`config.mk`:
```
export PLATFORM = sky130hd
export DESIGN_NAME = pisr_regs
export DESIGN_NICKNAME = d
export VERILOG_FILES = /design/src/rtl/pisr_regs.v
export VERILOG_INCLUDE_DIRS = /design/src /design/src/rtl
export SDC_FILE = /design/constraint.sdc
export NUM_CORES = 1
export LEC_CHECK = 0
export BUFFER_PORTS_ARGS = -buffer_cell sky130_fd_sc_hd__buf_2
export CORE_ASPECT_RATIO = 0.75
export CORE_MARGIN = 2
export CORE_UTILIZATION = 45
export CTS_BUF_LIST = sky130_fd_sc_hd__clkbuf_8
export DETAILED_ROUTE_END_ITERATION = 10
export PLACE_DENSITY = 0.72
export SYNTH_ARGS = -nofsm -noshare
export SYNTH_HDL_FRONTEND = slang
export SYNTH_SLANG_ARGS = --single-unit
```
`constraint.sdc`:
```
create_clock -name core_clk -period 2.89 [get_ports core_clk]
set_input_delay 0.289 -clock core_clk [delete_from_list [all_inputs] [get_ports core_clk]]
set_output_delay 0.289 -clock core_clk [all_outputs]
set_load 0.01 [all_outputs]
```
`src/rtl/pisr_defines.vh`:
```
// Register offsets, bit positions, reset values and counts for the status/control bank
`ifndef PISR_DEFINES_VH
`define PISR_DEFINES_VH

// Register indices on the management port (5-bit address)
`define PISR_ADDR_EXP        5'h06
`define PISR_ADDR_STATUS     5'h11
`define PISR_ADDR_ENABLE     5'h12
`define PISR_ADDR_FASTCTL    5'h13

// Expansion tail bit positions
`define PISR_EXP_PAGE_RX     1
`define PISR_EXP_PARTNER_AN  0

// Status register bit positions
`define PISR_ST_SPEED        9
`define PISR_ST_DUPLEX       8
`define PISR_ST_PAUSE        7
`define PISR_ST_EVENT_W      7

// Fast control bit positions
`define PISR_FC_CNT_DIS      13
`define PISR_FC_AN_DONE      12
`define PISR_FC_SWING        11
`define PISR_FC_RLOOP        9
`define PISR_FC_DCR          8
`define PISR_FC_NRZI         7
`define PISR_FC_4B5B         6

// Reset values
`define PISR_ENABLE_RST      7'h00
`define PISR_FASTCTL_RST     16'h01c0

// Receive errors counted before the full event
`define PISR_RXERR_FULL      64
`endif

```
`src/rtl/pisr_regs.v`:
```
// Status, interrupt enable and fast-line control registers of the transceiver
//
// Notes on behaviour
// (RULE1) Page-received bit latches, clears on read
// (RULE2) Expansion bit 0: partner negotiation capable
// (RULE3) Status bit 9 shows resolved speed
// (RULE4) Status bit 8 shows resolved duplex
// (RULE5) Status bit 7 shows pause enabled
// (RULE6) Bit 6 latches negotiation complete event
// (RULE7) Bit 5 latches remote fault event
// (RULE8) Bit 4 latches link fail event
// (RULE9) Bit 3 latches code word acknowledge
// (RULE10) Bit 2 latches parallel detect fault
// (RULE11) Bit 1 latches negotiation page received
// (RULE12) Bit 0 latches at 64 receive errors
// (RULE13) Enable bits 6..0 gate sources, reset 0
// (RULE14) Enable bit 0 gates error-full interrupt
// (RULE15) Control bit 13 stops error counter
// (RULE16) Control bit 12 mirrors negotiation complete
// (RULE17) Control bit 11 picks receive swing
// (RULE18) Control bit 9 enables remote loopback
// (RULE19) Control bit 8 enables DC restore
// (RULE20) Control bit 7 enables NRZI conversion
// (RULE21) Control bit 6 enables 4B/5B coding
// (RULE22) Interrupt while any enabled source set
// (RULE23) Read-only/reserved writes ignored, reserved read zero
// (RULE24) Count errored packets, restart after full
//
// The plain strobed port is this design's own decision.
`include "pisr_defines.vh"
`timescale 1ns/1ps
`default_nettype none

module pisr_regs #(
    parameter integer CNT_W = 7   // Error counter width, must hold the full count
) (
    input  wire        core_clk,
    input  wire        rst,
    input  wire        clk_en,
    // Register port
    input  wire [4:0]  reg_addr,
    input  wire [15:0] reg_wdata,
    input  wire        reg_wr,
    input  wire        reg_rd,
    output reg  [15:0] reg_rdata,
    // Event pulses from the negotiation and receive logic
    input  wire        page_received,
    input  wire        partner_negotiation_capable,
    input  wire        negotiation_complete,
    input  wire        remote_fault_seen,
    input  wire        link_fail_event,
    input  wire        code_word_ack_received,
    input  wire        parallel_detect_fault,
    input  wire        negotiation_page_received,
    input  wire        rx_err_packet,
    // Resolved operating state
    input  wire        speed_100,
    input  wire        duplex_full,
    input  wire        pause_on,
    // Interrupt and line controls
    output reg         irq_out,
    output reg         receive_swing_select,
    output reg         remote_loopback_en,
    output reg         dc_restore_en,
    output reg         line_inversion_coding_en,
    output reg         block_code_en,
    output reg         error_counter_disable
);

    // Latched page-received flag of the expansion register
    reg              page_rx_r;
    // Latched event sources, bit order as in status register
    reg  [6:0]       event_r;
    // Interrupt enables
    reg  [6:0]       event_enable_r;
    // Receive error counter
    reg  [CNT_W-1:0] err_cnt_r;
    reg  [CNT_W-1:0] err_cnt_nxt;
    reg              err_full;
    // Incoming events, same order as event_r
    wire [6:0]       event_in;
    // Read strobes per register
    wire             rd_exp;
    wire             rd_status;
    // Read data candidate
    reg  [15:0]      rdata_nxt;

    // Register select decode shared by reads and writes
    function sel;
        input [4:0] addr;
        input [4:0] target;
        begin
            sel = (addr == target);
        end
    endfunction

    assign rd_exp    = reg_rd & sel(reg_addr, `PISR_ADDR_EXP);
    assign rd_status = reg_rd & sel(reg_addr, `PISR_ADDR_STATUS);

    // Error counter next state
    always @* begin
        err_cnt_nxt = err_cnt_r;
        err_full    = 1'b0;
        // (RULE15) counter halted
        if (rx_err_packet && !error_counter_disable) begin
            // (RULE24) count and restart
            if (err_cnt_r == (`PISR_RXERR_FULL - 1)) begin
                err_cnt_nxt = {CNT_W{1'b0}};
                err_full    = 1'b1;
            end else begin
                err_cnt_nxt = err_cnt_r + 1'b1;
            end
        end
    end

    // (RULE6) (RULE7) (RULE8) source order
    // (RULE9) (RULE10) (RULE11) (RULE12) source order
    assign event_in = {negotiation_complete, remote_fault_seen, link_fail_event,
                       code_word_ack_received, parallel_detect_fault,
                       negotiation_page_received, err_full};

    // Latched flags: a new event in the read cycle wins over the clear
    always @(posedge core_clk or posedge rst) begin
        if (rst) begin
            page_rx_r <= 1'b0;
            event_r   <= 7'h00;
            err_cnt_r <= {CNT_W{1'b0}};
        end else if (clk_en) begin
            err_cnt_r <= err_cnt_nxt;
            // (RULE1) latch, clear on read
            page_rx_r <= page_received | (page_rx_r & ~rd_exp);
            // (RULE12) latch then read-clear
            event_r   <= event_in | (event_r & {7{~rd_status}});
        end
    end

    // Writable registers; read-only bits never loaded
    always @(posedge core_clk or posedge rst) begin
        if (rst) begin
            // (RULE13) enables reset off
            event_enable_r           <= `PISR_ENABLE_RST;
            // (RULE15) counter runs after reset
            error_counter_disable    <= 1'b0;
            receive_swing_select     <= 1'b0;
            remote_loopback_en       <= 1'b0;
            dc_restore_en            <= 1'b1;
            line_inversion_coding_en <= 1'b1;
            block_code_en            <= 1'b1;
        end else if (clk_en && reg_wr) begin
            // (RULE23) only writable bits kept
            if (sel(reg_addr, `PISR_ADDR_ENABLE)) begin
                // (RULE13) store enables
                event_enable_r <= reg_wdata[6:0];
            end
            if (sel(reg_addr, `PISR_ADDR_FASTCTL)) begin
                // (RULE15) counter stop bit
                error_counter_disable    <= reg_wdata[`PISR_FC_CNT_DIS];
                // (RULE17) swing select
                receive_swing_select     <= reg_wdata[`PISR_FC_SWING];
                // (RULE18) remote loopback
                remote_loopback_en       <= reg_wdata[`PISR_FC_RLOOP];
                // (RULE19) DC restore
                dc_restore_en            <= reg_wdata[`PISR_FC_DCR];
                // (RULE20) NRZI conversion
                line_inversion_coding_en <= reg_wdata[`PISR_FC_NRZI];
                // (RULE21) block coding
                block_code_en            <= reg_wdata[`PISR_FC_4B5B];
            end
        end
    end

    // Read data mux; unmapped addresses read zero
    always @* begin
        rdata_nxt = 16'h0000;
        case (reg_addr)
            `PISR_ADDR_EXP: begin
                // (RULE1) page flag
                rdata_nxt[`PISR_EXP_PAGE_RX]    = page_rx_r;
                // (RULE2) partner capability
                rdata_nxt[`PISR_EXP_PARTNER_AN] = partner_negotiation_capable;
            end
            `PISR_ADDR_STATUS: begin
                // (RULE3) speed
                rdata_nxt[`PISR_ST_SPEED]  = speed_100;
                // (RULE4) duplex
                rdata_nxt[`PISR_ST_DUPLEX] = duplex_full;
                // (RULE5) pause
                rdata_nxt[`PISR_ST_PAUSE]  = pause_on;
                rdata_nxt[6:0]             = event_r;
            end
            `PISR_ADDR_ENABLE: begin
                // (RULE23) reserved zero
                rdata_nxt[6:0] = event_enable_r;
            end
            `PISR_ADDR_FASTCTL: begin
                rdata_nxt[`PISR_FC_CNT_DIS] = error_counter_disable;
                // (RULE16) mirror of completion level
                rdata_nxt[`PISR_FC_AN_DONE] = negotiation_complete;
                rdata_nxt[`PISR_FC_SWING]   = receive_swing_select;
                rdata_nxt[`PISR_FC_RLOOP]   = remote_loopback_en;
                rdata_nxt[`PISR_FC_DCR]     = dc_restore_en;
                rdata_nxt[`PISR_FC_NRZI]    = line_inversion_coding_en;
                rdata_nxt[`PISR_FC_4B5B]    = block_code_en;
            end
            default: begin
                rdata_nxt = 16'h0000;
            end
        endcase
    end

    // Read data registered, valid only the cycle after the strobe
    always @(posedge core_clk or posedge rst) begin
        if (rst) begin
            reg_rdata <= 16'h0000;
            irq_out   <= 1'b0;
        end else if (clk_en) begin
            reg_rdata <= reg_rd ? rdata_nxt : 16'h0000;
            // (RULE22) (RULE14) gated interrupt
            irq_out   <= |(event_r & event_enable_r);
        end
    end

endmodule
`default_nettype wire
```
## Word level (Yosys, flattened, before mapping)

Cells that the tools add are included.

| cells by class | value |
|---|---|
| add/sub/neg operators | 1 |
| multiply operators | 0 |
| div/mod/pow operators | 0 |
| $lt $le $gt $ge | 0 |
| equal/unequal tests | 5 |
| shifts and indexed selects | 0 |
| mux-type cells | 9 |
| bitwise operators | 9 |
| reductions and logical operators | 7 |

Operator list:

| kind | number |
|---|---|
| equality test 5 bit, second input constant | 3 |
| AND 7 bit | 2 |
| 2-to-1 mux 14 bit | 1 |
| one-hot mux 4 bit (2 select lines) | 1 |
| adder 7 x 1 -> 7 bit, second input constant | 1 |
| equality test 7 x 6 -> 1 bit, second input constant | 1 |
| 2-to-1 mux 7 bit | 1 |
| OR 7 bit | 1 |
| OR reduction 7 bit | 1 |
| one-hot mux 2 bit (3 select lines) | 1 |
| one-hot mux 3 bit (2 select lines) | 1 |
| AND reduction 2 bit | 3 |
| equality test 5 x 3 -> 1 bit, second input constant | 1 |
| AND 1 bit | 3 |
| 2-to-1 mux 3 bit | 1 |
| one-hot mux 1 bit (3 select lines) | 1 |
| logical AND 1 bit | 2 |
| 2-to-1 mux 1 bit | 2 |
| inverter 1 bit | 2 |
| zero test 1 bit | 1 |
| OR 1 bit | 1 |

| storage, ports and cells | value |
|---|---|
| bits in registers | 45 |
| latch bits | 0 |
| bits in writable memories | 0 |
| memory bits (read-only) | 0 |
| input bits | 38 |
| output and inout bits | 23 |
| word-level logic and storage cells | 43 |
| memories | 0 |

## Depth between registers and ports, before layout

Gate-level depths: netlist of the first run.

| logic depth | value |
|---|---|
| word-level depth | 5 |
| depth in mapped cells | 6 |
| mapped depth without buffers | 5 |

## Least setup slack after synthesis of the first run

Ideal clock, no wire load.

| path | value |
|---|---|
| kind | input port to flip-flop |
| from | input port reg_addr[4] |
| to | register event_enable_r[0] |
| library setup time | 0.125 ns |
| arrival time | 1.325 ns |
| data required time | 2.765 ns |
| path slack | 1.440 ns |
| stages | 6 |
| buffers on the path | 2 |
| cell sequence | nor2b_4 -> and3_4 -> buf_6 -> and3_4 -> buf_6 -> mux2_4 |

| between the ends | value |
|---|---|
| word-level cells in the longest chain between the ends | 2 |

RTL lines:

| item | RTL line | RTL |
|---|---|---|
| from (decl) | pisr_regs.v:41 | `input wire [4:0] reg_addr,` |
| equality test 5 bit | pisr_regs.v:93 | `sel = (addr == target);` |
| AND reduction 2 bit (no source line) | n/a |  |
| to (signal assigned) | pisr_regs.v:141 | `` event_enable_r <= `PISR_ENABLE_RST; `` |
| to (signal assigned) | pisr_regs.v:153 | `event_enable_r <= reg_wdata[6:0];` |
| to (decl) | pisr_regs.v:75 | `reg [6:0] event_enable_r;` |

Every way passes these cells.
A chain may end at the register's enable or synchronous reset.

## Worst setup path after layout of the first run

| path | value |
|---|---|
| from | register err_cnt_r[0] |
| to | register err_cnt_r[3] |

| between the ends | value |
|---|---|
| word-level cells in the longest chain between the ends | 2 |
| elaborated cells between the ends (all ways) | 3 |
| classes of those cells | add/sub (1); eq/ne (1); mux (1) |

RTL lines:

| item | RTL line | RTL |
|---|---|---|
| from (decl) | pisr_regs.v:77 | `reg [CNT_W-1:0] err_cnt_r;` |
| from (signal assigned) | pisr_regs.v:127 | `err_cnt_r <= {CNT_W{1'b0}};` |
| from (signal assigned) | pisr_regs.v:129 | `err_cnt_r <= err_cnt_nxt;` |
| adder 7 x 1 -> 7 bit or equality test 7 x 6 -> 1 bit (tied branches) | pisr_regs.v:111, pisr_regs.v:107 |  |
| 2-to-1 mux 7 bit * | pisr_regs.v:107 | `` if (err_cnt_r == (`PISR_RXERR_FULL - 1)) begin `` |

Every way passes the cells marked *; elsewhere a longest branch is shown, timed or not.

==> results of run 1 <==
layer usage:
layer / up-vias / share of wire (%)
met1: 680 / 46
met5: - / 0
li1: 680 / -
met3: 5 / 10
met4: 0 / 0.76
met2: 62 / 43
worst min-delay path by stage:
stage | end | slack (ns) | depth (start not counted)
final | err_cnt_r[5] | 0.08 | 2
after global routing | err_cnt_r[5] | 0.15 | 2
after CTS | err_cnt_r[5] | 0.11 | 2
after detailed placement | reg_rdata[11] | 0.43 | 2
after global placement | reg_rdata[11] | 0.43 | 2
after floorplan | reg_rdata[12] | 0.42 | 1
flip-flops by register name, indices dropped and copies added, names as in the netlist:
register                  flops
event_r                       7
block_code_en                 1
dc_restore_en                 1
line_inversion_coding_en      1
page_rx_r                     1
reg_rdata                    13
err_cnt_r                     7
error_counter_disable         1
event_enable_r                7
irq_out                       1
receive_swing_select          1
remote_loopback_en            1
layout make-up:
cell class / count / share of cell area, %
clock buffers: 6 / 3.58
clock inverters: 2 / 0.380
inverters: 2 / 0.325
multi-input cells: 100 / 35.2
flip-flops and latches: 42 / 45.7
well taps: 55 / 2.98
repair buffers: 54 / 11.8
critical path, stage by stage, from the launching register on:
cell and delay [ns]:
dfrtp_1 0.39, ha_1 0.18, nand3_1 0.12, nor3_1 0.45, o21ai_0 0.18, a21o_1 0.20
placed cells by master, fill, tap and decap left out, drive strengths merged, types with 4 or more instances in the layout:
cell     Yosys  layout
nor2         6       6
clkbuf       2       6
and3         7       7
buf          9      54
nand3        4       4
a22o        12      12
nand2        7       7
a22oi        9       9
mux2        14      14
o2bb2ai     10      10
dfrtp       39      39
cells by family after synthesis:
family,count (synthesis)
AO/OA/AOI/OAI,43
flip-flops,42
AND/OR/NAND/NOR,35
multiplexers,15
buffers and inverters,13
XOR/XNOR,3
adder cells (fa/ha/maj),1
other,1
synthesized netlist by cell type (2+ instances only):
cell type  count  area [um2]
dfrtp_1       39         976
a22o_1        12         105
o2bb2ai_1     10        87.6
a22oi_1        9        67.6
mux2_4         7         105
nand2_1        7        26.3
mux2_1         6        67.6
buf_4          5        37.5
nor2_1         5        18.8
and3_1         4        25.0
and3_4         3        33.8
dfstp_2        3        78.8
nand3_1        3        15.0
nor3_1         3        15.0
o21ai_0        3        15.0
a21o_1         2        15.0
a32oi_1        2        17.5
buf_2          2        10.0
buf_6          2        22.5
clkbuf_1       2        7.51
inv_1          2        7.51
nand3b_1       2        15.0
nor2b_1        2        12.5
xor2_1         2        17.5
power by group:
part           switching [W]  internal, W
sequential         0.0000535     0.000654
clock               0.000190     0.000189
combinational      0.0000933    0.0000974
total               0.000337     0.000941
metrics by stage:
step	utilization (%)	setup slack (ns)	hold slack, ns	total power [W]
after floorplan	-	1.44	0.422	0.000836
after global placement	54.0	1.09	0.428	0.000905
after detailed placement	54.0	1.08	0.428	0.000911
after CTS	56.2	1.26	0.112	0.00129
after global routing	56.2	1.13	0.148	0.00135
final	56.2	1.27	0.0828	0.00128
==> impl_metrics.yaml, run 1 <==
status:
  status: "complete, no violations"
layout:
  multiInputGateArea_um2: 812
  area_growth_pct: 18.7
  nets: 244
  fill_cells: 384
  fin_area_mm2: 0.00231
  drive_gt1_share_pct: 37.9
  regArea_mm2: 0.00105
  n_antenna_cell: 0
  fin_cells: 261
detailed_routing:
  wl_um: 4200
  drc: 0
  vias: 1427
  vias_per_cell: 5.47
  dr.pass1.iters: 5
  routedWlPerCell_um: 16.1
  ant_nets: 0
  drt-initial-drc-count: 70
yosys:
  ys_seq_area_share_pct: 54.2
  synth-edff-count: 0
  synth_compound_area_share_pct: 18.1
  syn_inst: 153
  synth_top_family_by_area: "compound AO/OA/AOI/OAI gates"
  async_flop_share_pct: 100
  synth-seq-cells: 42
  synth.distinct_cells: 40
  synth_flop_cell: "dfrtp_1"
  synth_warnings: 0
  synth-adder-area-share_pct: 0.644
  synth_simple_gate_area_share_pct: 11.1
  synthMuxAreaShare_pct: 9.97
  synth-xor-area-share_pct: 1.35
  synth_area_per_cell_um2: 12.7
  synth_area_mm2: 0.00194
placement:
  dpl.cell_count: 253
  gp_congestion: 0.880
  hpwl_um: 3100
  portBuffers: 53
  place_area_mm2: 0.00222
setup_path:
  crit_fanout: 5
  regToRegEndpoint: "err_cnt_r[3]"
  worstPathArrival_ns: 1.81
  crit_required_ns: 3.08
  rr_worst_depth: 5
  cp-endpoint: "err_cnt_r[3]"
  r2r_start: "err_cnt_r[0]"
  r2r_slack_ns: 1.27
  worst-setup-path-type: "reg2reg"
  crit_path_end_kind: "flip-flop"
  critPathLaunchType: "flip-flop"
  crit_start: "err_cnt_r[0]"
clocking:
  clockBufferDepth: 2
  cts_buffers: 5
  cts-resized-gates: 0
  post_cts_buffers: 0
  path_clk_slew_ns: 0.08
  cts.sink_count: 42
  insertion_delay_ns: 0.29
  cts_tree: "done"
  htree_levels: 2
  hold_buffers: 0
  root_buffer: "clkbuf_8"
global_routing:
  met2_usage_pct: 26.9
  track_usage_pct: 18.6
  grt_pass1_vias: 1387
  antenna_found_initial: 0
  met3_usage_pct: 5.06
  grt_pass1_wl_um: 6730
  overflow: 0
  grt_max_degree: 26
  busiest_layer: "met1"
  use_met1_pct: 27.7
timing:
  fmax_mhz: 616
  period_share_pct: 56.2
  setup_tns_ns: 0
  finalClockSkew_ns: 0.00586
  hold_viol: 0
  post-route-min-period_ns: 1.62
  tightest_slew_ns: 0.665
  slew_viol_final: 0
  setup_viol: 0
  relSlewSlack_pct: 55.6
  rsz0062_at_grt: "false"
worst_hold_path:
  holdCritPathClass: "in2async"
floorplanning:
  core.rowCount: 20
  core_mm2: 0.00410
  io-pin-count: 61
  start_util_pct: 47.4
  die_h_um: 60.9
  die-area_mm2: 0.00487
  die_x_um: 79.9
power:
  power_density_mw_per_mm2: 554
  ir_drop_mv: 0.292
  leakage_nw: 1.15
flow_run:
  maxCapViolCount: 0
No activity file was read; power rests on OpenSTA's default activity.
==> run 2, diff against run 1 <==
Settings changed: ABC_AREA set to 1, PLACE_DENSITY 0.72 to 0.71.
Clock period 2.89 ns to 1.6 ns, I/O delays scaled along.
==> run 2 against run 1 <==
  * The run now ends with negative hold slack left
  * Fmax up 31%
  * Critical path depth unchanged
  * Utilization down 0.24 points
  * Cell count up 35%
  * First-iteration DRC count up 46%
  * Sequential cell count unchanged
  * Die area up 5.3%
  * Setup slack worse by 0.90 ns
  * Design area up 7.1%
  * Largest cell class unchanged
  * Largest power group unchanged
  * Highest routed layer unchanged
==> impl_metrics.yaml, run 2 <==
yosys:
  synth_area_per_cell_um2: 8.63
  synth.top_cell.area_share_pct: 47.5
  synth.distinct_cells: 32
  synth_common_cells: "nand2_1 (80), dfrtp_1 (39), nand3_1 (24)"
  synth_most_common_cell: "nand2_1"
  async_flop_share_pct: 100
  synth_flop_cell: "dfrtp_1"
  synth_warnings: 0
  ys_seq_area_share_pct: 51.4
  synth_area_mm2: 0.00205
  synth-seq-cells: 42
  synth_area_leaders: "dfrtp_1 (48%), nand2_1 (15%), nand3_1 (5.9%)"
  synth-edff-count: 0
  synth_top_area_cell: "dfrtp_1"
  syn_inst: 238
layout:
  area_growth_pct: 20.4
  drive_gt1_share_pct: 30.4
  fill_cells: 427
  final_common_cell: "nand2_1"
  multiInputGateArea_um2: 850
  largest_reg_flops: 13
  n_antenna_cell: 0
  regMostFlops: "reg_rdata"
  regArea_mm2: 0.00105
  nets: 334
  fin_cells: 353
  layout_common_cells: "nand2_1 (80), buf_2 (53), dfrtp_1 (39), nand3_1 (24), inv_1 (23)"
  fin_area_mm2: 0.00247
clocking:
  cts-resized-gates: 0
  htree_levels: 2
  insertion_delay_ns: 0.29
  hold_buffers: 0
  cts.sink_count: 42
  clockBufferDepth: 2
  root_buffer: "clkbuf_8"
  cts_tree: "done"
  path_clk_slew_ns: 0.08
  cts_buffers: 5
  post_cts_buffers: 0
detailed_routing:
  vias_per_cell: 4.80
  drt-initial-drc-count: 102
  ant_nets: 0
  dr.pass1.iters: 4
  wl_um: 4430
  vias: 1693
  routedWlPerCell_um: 12.5
  drc: 0
placement:
  gp_congestion: 0.838
  dpl.cell_count: 345
  place_area_mm2: 0.00235
  portBuffers: 53
  hpwl_um: 3290
setup_path:
  crit_path_end_kind: "flip-flop"
  crit_required_ns: 1.79
  rr_worst_depth: 5
  worst-setup-path-type: "reg2reg"
  max_stage_delay_ns: 0.38
  worstPathArrival_ns: 1.42
  path_common_cell: "nand3_1"
  crit_fanout: 3
  path_cells: "ha_1 -> nand3_1 -> nor2_1 -> nand3_1 -> and3_1"
  worst_path_max_delay_cell: "dfrtp_1"
  critPathLaunchType: "flip-flop"
timing:
  rsz0062_at_grt: "false"
  tightest_slew_ns: 0.532
  hold_ws_ns: -0.0197
  relSlewSlack_pct: 64.5
  post-route-min-period_ns: 1.24
  hold_viol: 11
  setup_viol: 0
  fmax_mhz: 810
  finalClockSkew_ns: 0.00806
  period_share_pct: 77.2
  slew_viol_final: 0
  setup_tns_ns: 0
power:
  total_power_w: 0.00241
  leakage_nw: 1.34
  ir_drop_mv: 0.497
  power_density_mw_per_mm2: 977
global_routing:
  antenna_found_initial: 0
  track_usage_pct: 19.4
  grt_max_degree: 43
  grt_pass1_vias: 1604
  overflow: 0
  grt_pass1_wl_um: 7550
flow_run:
  maxCapViolCount: 0
floorplanning:
  die-area_mm2: 0.00512
  die_h_um: 62.5
  io-pin-count: 61
  core.rowCount: 21
  core_mm2: 0.00441
  start_util_pct: 46.5
  die_x_um: 82.0
worst_hold_path:
  holdCritPathClass: "in2async"
status:
  violations: "negative hold slack"
  status: "finished, violations left"
==> run 2: cell families (layout without fill, tap and decap cells) <==
logic type	Yosys count	after routing	synth area share, %
AO/OA/AOI/OAI	22	22	7.31
XOR/XNOR	2	2	0.853
adder cells (fa/ha/maj)	1	1	0.609
buffers and inverters	33	89	7.62
flip-flops	42	42	51.4
other	1	3	0.183
AND/OR/NAND/NOR	137	137	32.1
==> run 2: area by class of cell <==
class / count / share of cell area, %
Clock buffer: 6 / 3.34
Clock inverter: 2 / 1.37
Inverter: 26 / 4.00
Multi-Input combinational cell: 165 / 34.4
Sequential cell: 42 / 42.7
Tap cell: 57 / 2.89
Timing Repair Buffer: 55 / 11.3
==> run 2: final timing paths <==
| kind | start | endpoint | slack [ns] |
|---|---|---|---|
| setup / recovery | err_cnt_r[0] | err_cnt_r[3] | 0.36 |
| hold / removal | rst | receive_swing_select | -0.02 |
| setup reg to reg | err_cnt_r[0] | err_cnt_r[3] | 0.36 |
| hold reg to reg | dc_restore_en | dc_restore_en | 0.47 |
| max in group asynchronous | rst | block_code_en | 1.23 |
| min in group core_clk | remote_fault_seen | event_r[5] | 0.06 |
==> run 2: per-layer routing <==
layer	track usage, %	wire length [um]
met5	0	0
met4	5.00	35
met3	4.77	292
met2	28.6	1920
met1	28.5	2190
==> run 2: through the flow <==
step / hold WS (ns) / setup slack (ns) / util (%)
after global routing: 0.0532 / 0.196 / 56.0
after detailed placement: 0.322 / 0.267 / 53.3
final: -0.0197 / 0.365 / 56.0
after floorplan: 0.271 / 0.471 / -
after global placement: 0.320 / 0.286 / 53.3
after CTS: 0.00656 / 0.355 / 56.0
==> run 2: report_power, final <==
group | internal [W] | switching (W) | total, W
sequential | 0.00116 | 0.0000735 | 0.00123
combinational | 0.000136 | 0.000195 | 0.000331
clock | 0.000502 | 0.000346 | 0.000848
total | 0.00180 | 0.000614 | 0.00241
==> run 2: worst max-delay path: cells and delay by family (launching register included) <==
family                     cells  cell delay (ns)
adders and majority gates      1             0.19
and+or+nand+nor                4             0.57
DFF                            1             0.38
==> run 3, diff against run 2 <==
Clock period 1.6 ns to 1.2 ns, I/O delays scaled along.
==> run 3 against run 2 <==
  * The flow now finishes without violations
  * Combinational power rose by 66%
  * Clock power is 34% higher
  * Clock skew is essentially flat
  * Sequential power grew 33%
  * Die area stayed put
  * Fmax grew 4.6%
  * Register-to-register slack worse by 0.35 ns
  * First-iteration DRC count is 19% lower
  * Worst hold slack better by 0.038 ns
  * Setup slack got worse by 0.35 ns
  * Critical endpoint unchanged
  * Largest cell class unchanged
==> impl_metrics.yaml, run 3 (synthesized netlist as in run 2, its figures left out) <==
status:
  status: "complete, no violations"
clocking:
  cts_tree: "done"
  cts_buffers: 5
  clockBufferDepth: 2
  htree_levels: 2
  root_buffer: "clkbuf_8"
  path_clk_slew_ns: 0.08
  cts.sink_count: 42
  insertion_delay_ns: 0.29
layout:
  area_growth_pct: 25.9
  largest_reg_flops: 13
  drive_gt1_share_pct: 34.5
  layout_common_cells: "nand2_1 (80), buf_2 (53), dfrtp_1 (39), nand3_1 (22), inv_1 (21)"
  regMostFlops: "reg_rdata"
  nets: 343
  fin_util_pct: 58.6
  fin_area_mm2: 0.00258
  n_antenna_cell: 0
  final_common_cell: "nand2_1"
global_routing:
  grt_pass1_wl_um: 7750
  antenna_found_initial: 0
  grt_pass1_vias: 1671
  grt_max_degree: 43
  track_usage_pct: 19.9
  overflow: 0
detailed_routing:
  wl_met3_um: 346
  vias: 1788
  dr.pass1.iters: 4
  dr_wl_met2_um: 2030
  ant_nets: 0
  routedWlPerCell_um: 12.8
  drt-initial-drc-count: 83
  wl_um: 4640
  vias_per_cell: 4.95
  maxUsedRoutingLayer: "met4"
  drt-met1-wl_um: 2190
  drc: 0
floorplanning:
  die-area_mm2: 0.00512
  die_h_um: 62.5
  core.rowCount: 21
  core_mm2: 0.00441
  start_util_pct: 46.5
  io-pin-count: 61
  die_x_um: 82.0
timing:
  post-route-min-period_ns: 1.18
  setup_tns_ns: 0
  finalClockSkew_ns: 0.00765
  rsz0062_at_grt: "true"
  fmax_mhz: 847
  hold_viol: 0
  setup_viol: 0
  slew_viol_final: 0
  period_share_pct: 98.4
  setup_ws_ns: 0.0187
power:
  p_int_w: 0.00247
  power_switching_share_pct: 25.7
  ir_drop_mv: 0.698
  combPwrFrac_pct: 16.5
  leakage_nw: 1.38
  p_switching_w: 0.000855
  sequentialPowerShare_pct: 49.3
  power_frac_clock_pct: 34.2
  power_density_mw_per_mm2: 1290
setup_path:
  worstPathArrival_ns: 1.37
  crit_path_end_kind: "flip-flop"
  crit_required_ns: 1.39
  rr_worst_depth: 5
  crit_fanout: 3
  critPathLaunchType: "flip-flop"
  worst-setup-path-type: "reg2reg"
worst_hold_path:
  holdCritPathClass: "in2reg"
  worstHoldPathCells: 3
placement:
  hpwl_um: 3360
  dp_slack_ns: 0.0181
  place_area_mm2: 0.00243
  gp_congestion: 0.800
  portBuffers: 53
flow_run:
  maxCapViolCount: 0
## run 3: cell count changes in the layout (fill, tap and decap cells not counted), sizes merged
| cell | delta |
|---|---|
| buf | +8 |
| dlygate4sd3 | +1 |
| inv | -1 |
## run 3: power groups by stage
stage          clock network (W)  registers, W  logic (W)
4_1_cts                  0.00116       0.00164   0.000532
2_1_floorplan                  0       0.00167   0.000283
6_report                 0.00114       0.00164   0.000550
3_5_place_dp                   0       0.00166   0.000525
3_3_place_gp                   0       0.00166   0.000515
5_1_grt                  0.00124       0.00166   0.000626
## run 3: final cells by class
class | instances | area, um2
Clock buffer | 6 | 82.6
Clock inverter | 1 | 30.0
Fill cell | 413 | 1830
Inverter | 26 | 101
Multi-Input combinational cell | 165 | 870
Sequential cell | 42 | 1050
Tap cell | 57 | 71.3
Timing Repair Buffer | 64 | 375
## run 3: routing by layer
layer	track usage [%]	vias to the layer above
met5	0	-
met4	6.88	0
met3	5.64	7
met2	29.0	53
met1	28.5	840
li1	-	888
## run 3: final timing paths
check | end | startpoint | slack (ns)
worst max-delay path | err_cnt_r[3] | err_cnt_r[1] | 0.02
worst min-delay path | event_r[5] | remote_fault_seen | 0.02
worst max register to register | err_cnt_r[3] | err_cnt_r[1] | 0.02
worst min register to register | page_rx_r | page_rx_r | 0.48
max in group asynchronous | block_code_en | rst | 0.52
min in group asynchronous | reg_rdata[12] | rst | 0.42
## run 3: per-stage QoR
stage | power [W] | std cells | hold WS [ns]
final | 0.00333 | 361 | 0.0183
after global routing | 0.00353 | 361 | 0.0287
after CTS | 0.00333 | 360 | 0.0103
after detailed placement | 0.00219 | 352 | 0.194
after global placement | 0.00217 | 352 | 0.197
after floorplan | 0.00195 | 240 | 0.231
## run 3: timing repair
action                                 CTS  global route
setup buffers                            0             1
resized for setup                        0             9
hold buffers                             1             0
endpoints found under the hold margin   39             0
setup endpoints to repair                0             5
## run 3: critical path, stage by stage (launching register included)
cell and delay [ns]:
dfrtp_1 0.37, ha_2 0.18, nand3_1 0.09, nor2_2 0.18
nand3_2 0.10, and3_1 0.15
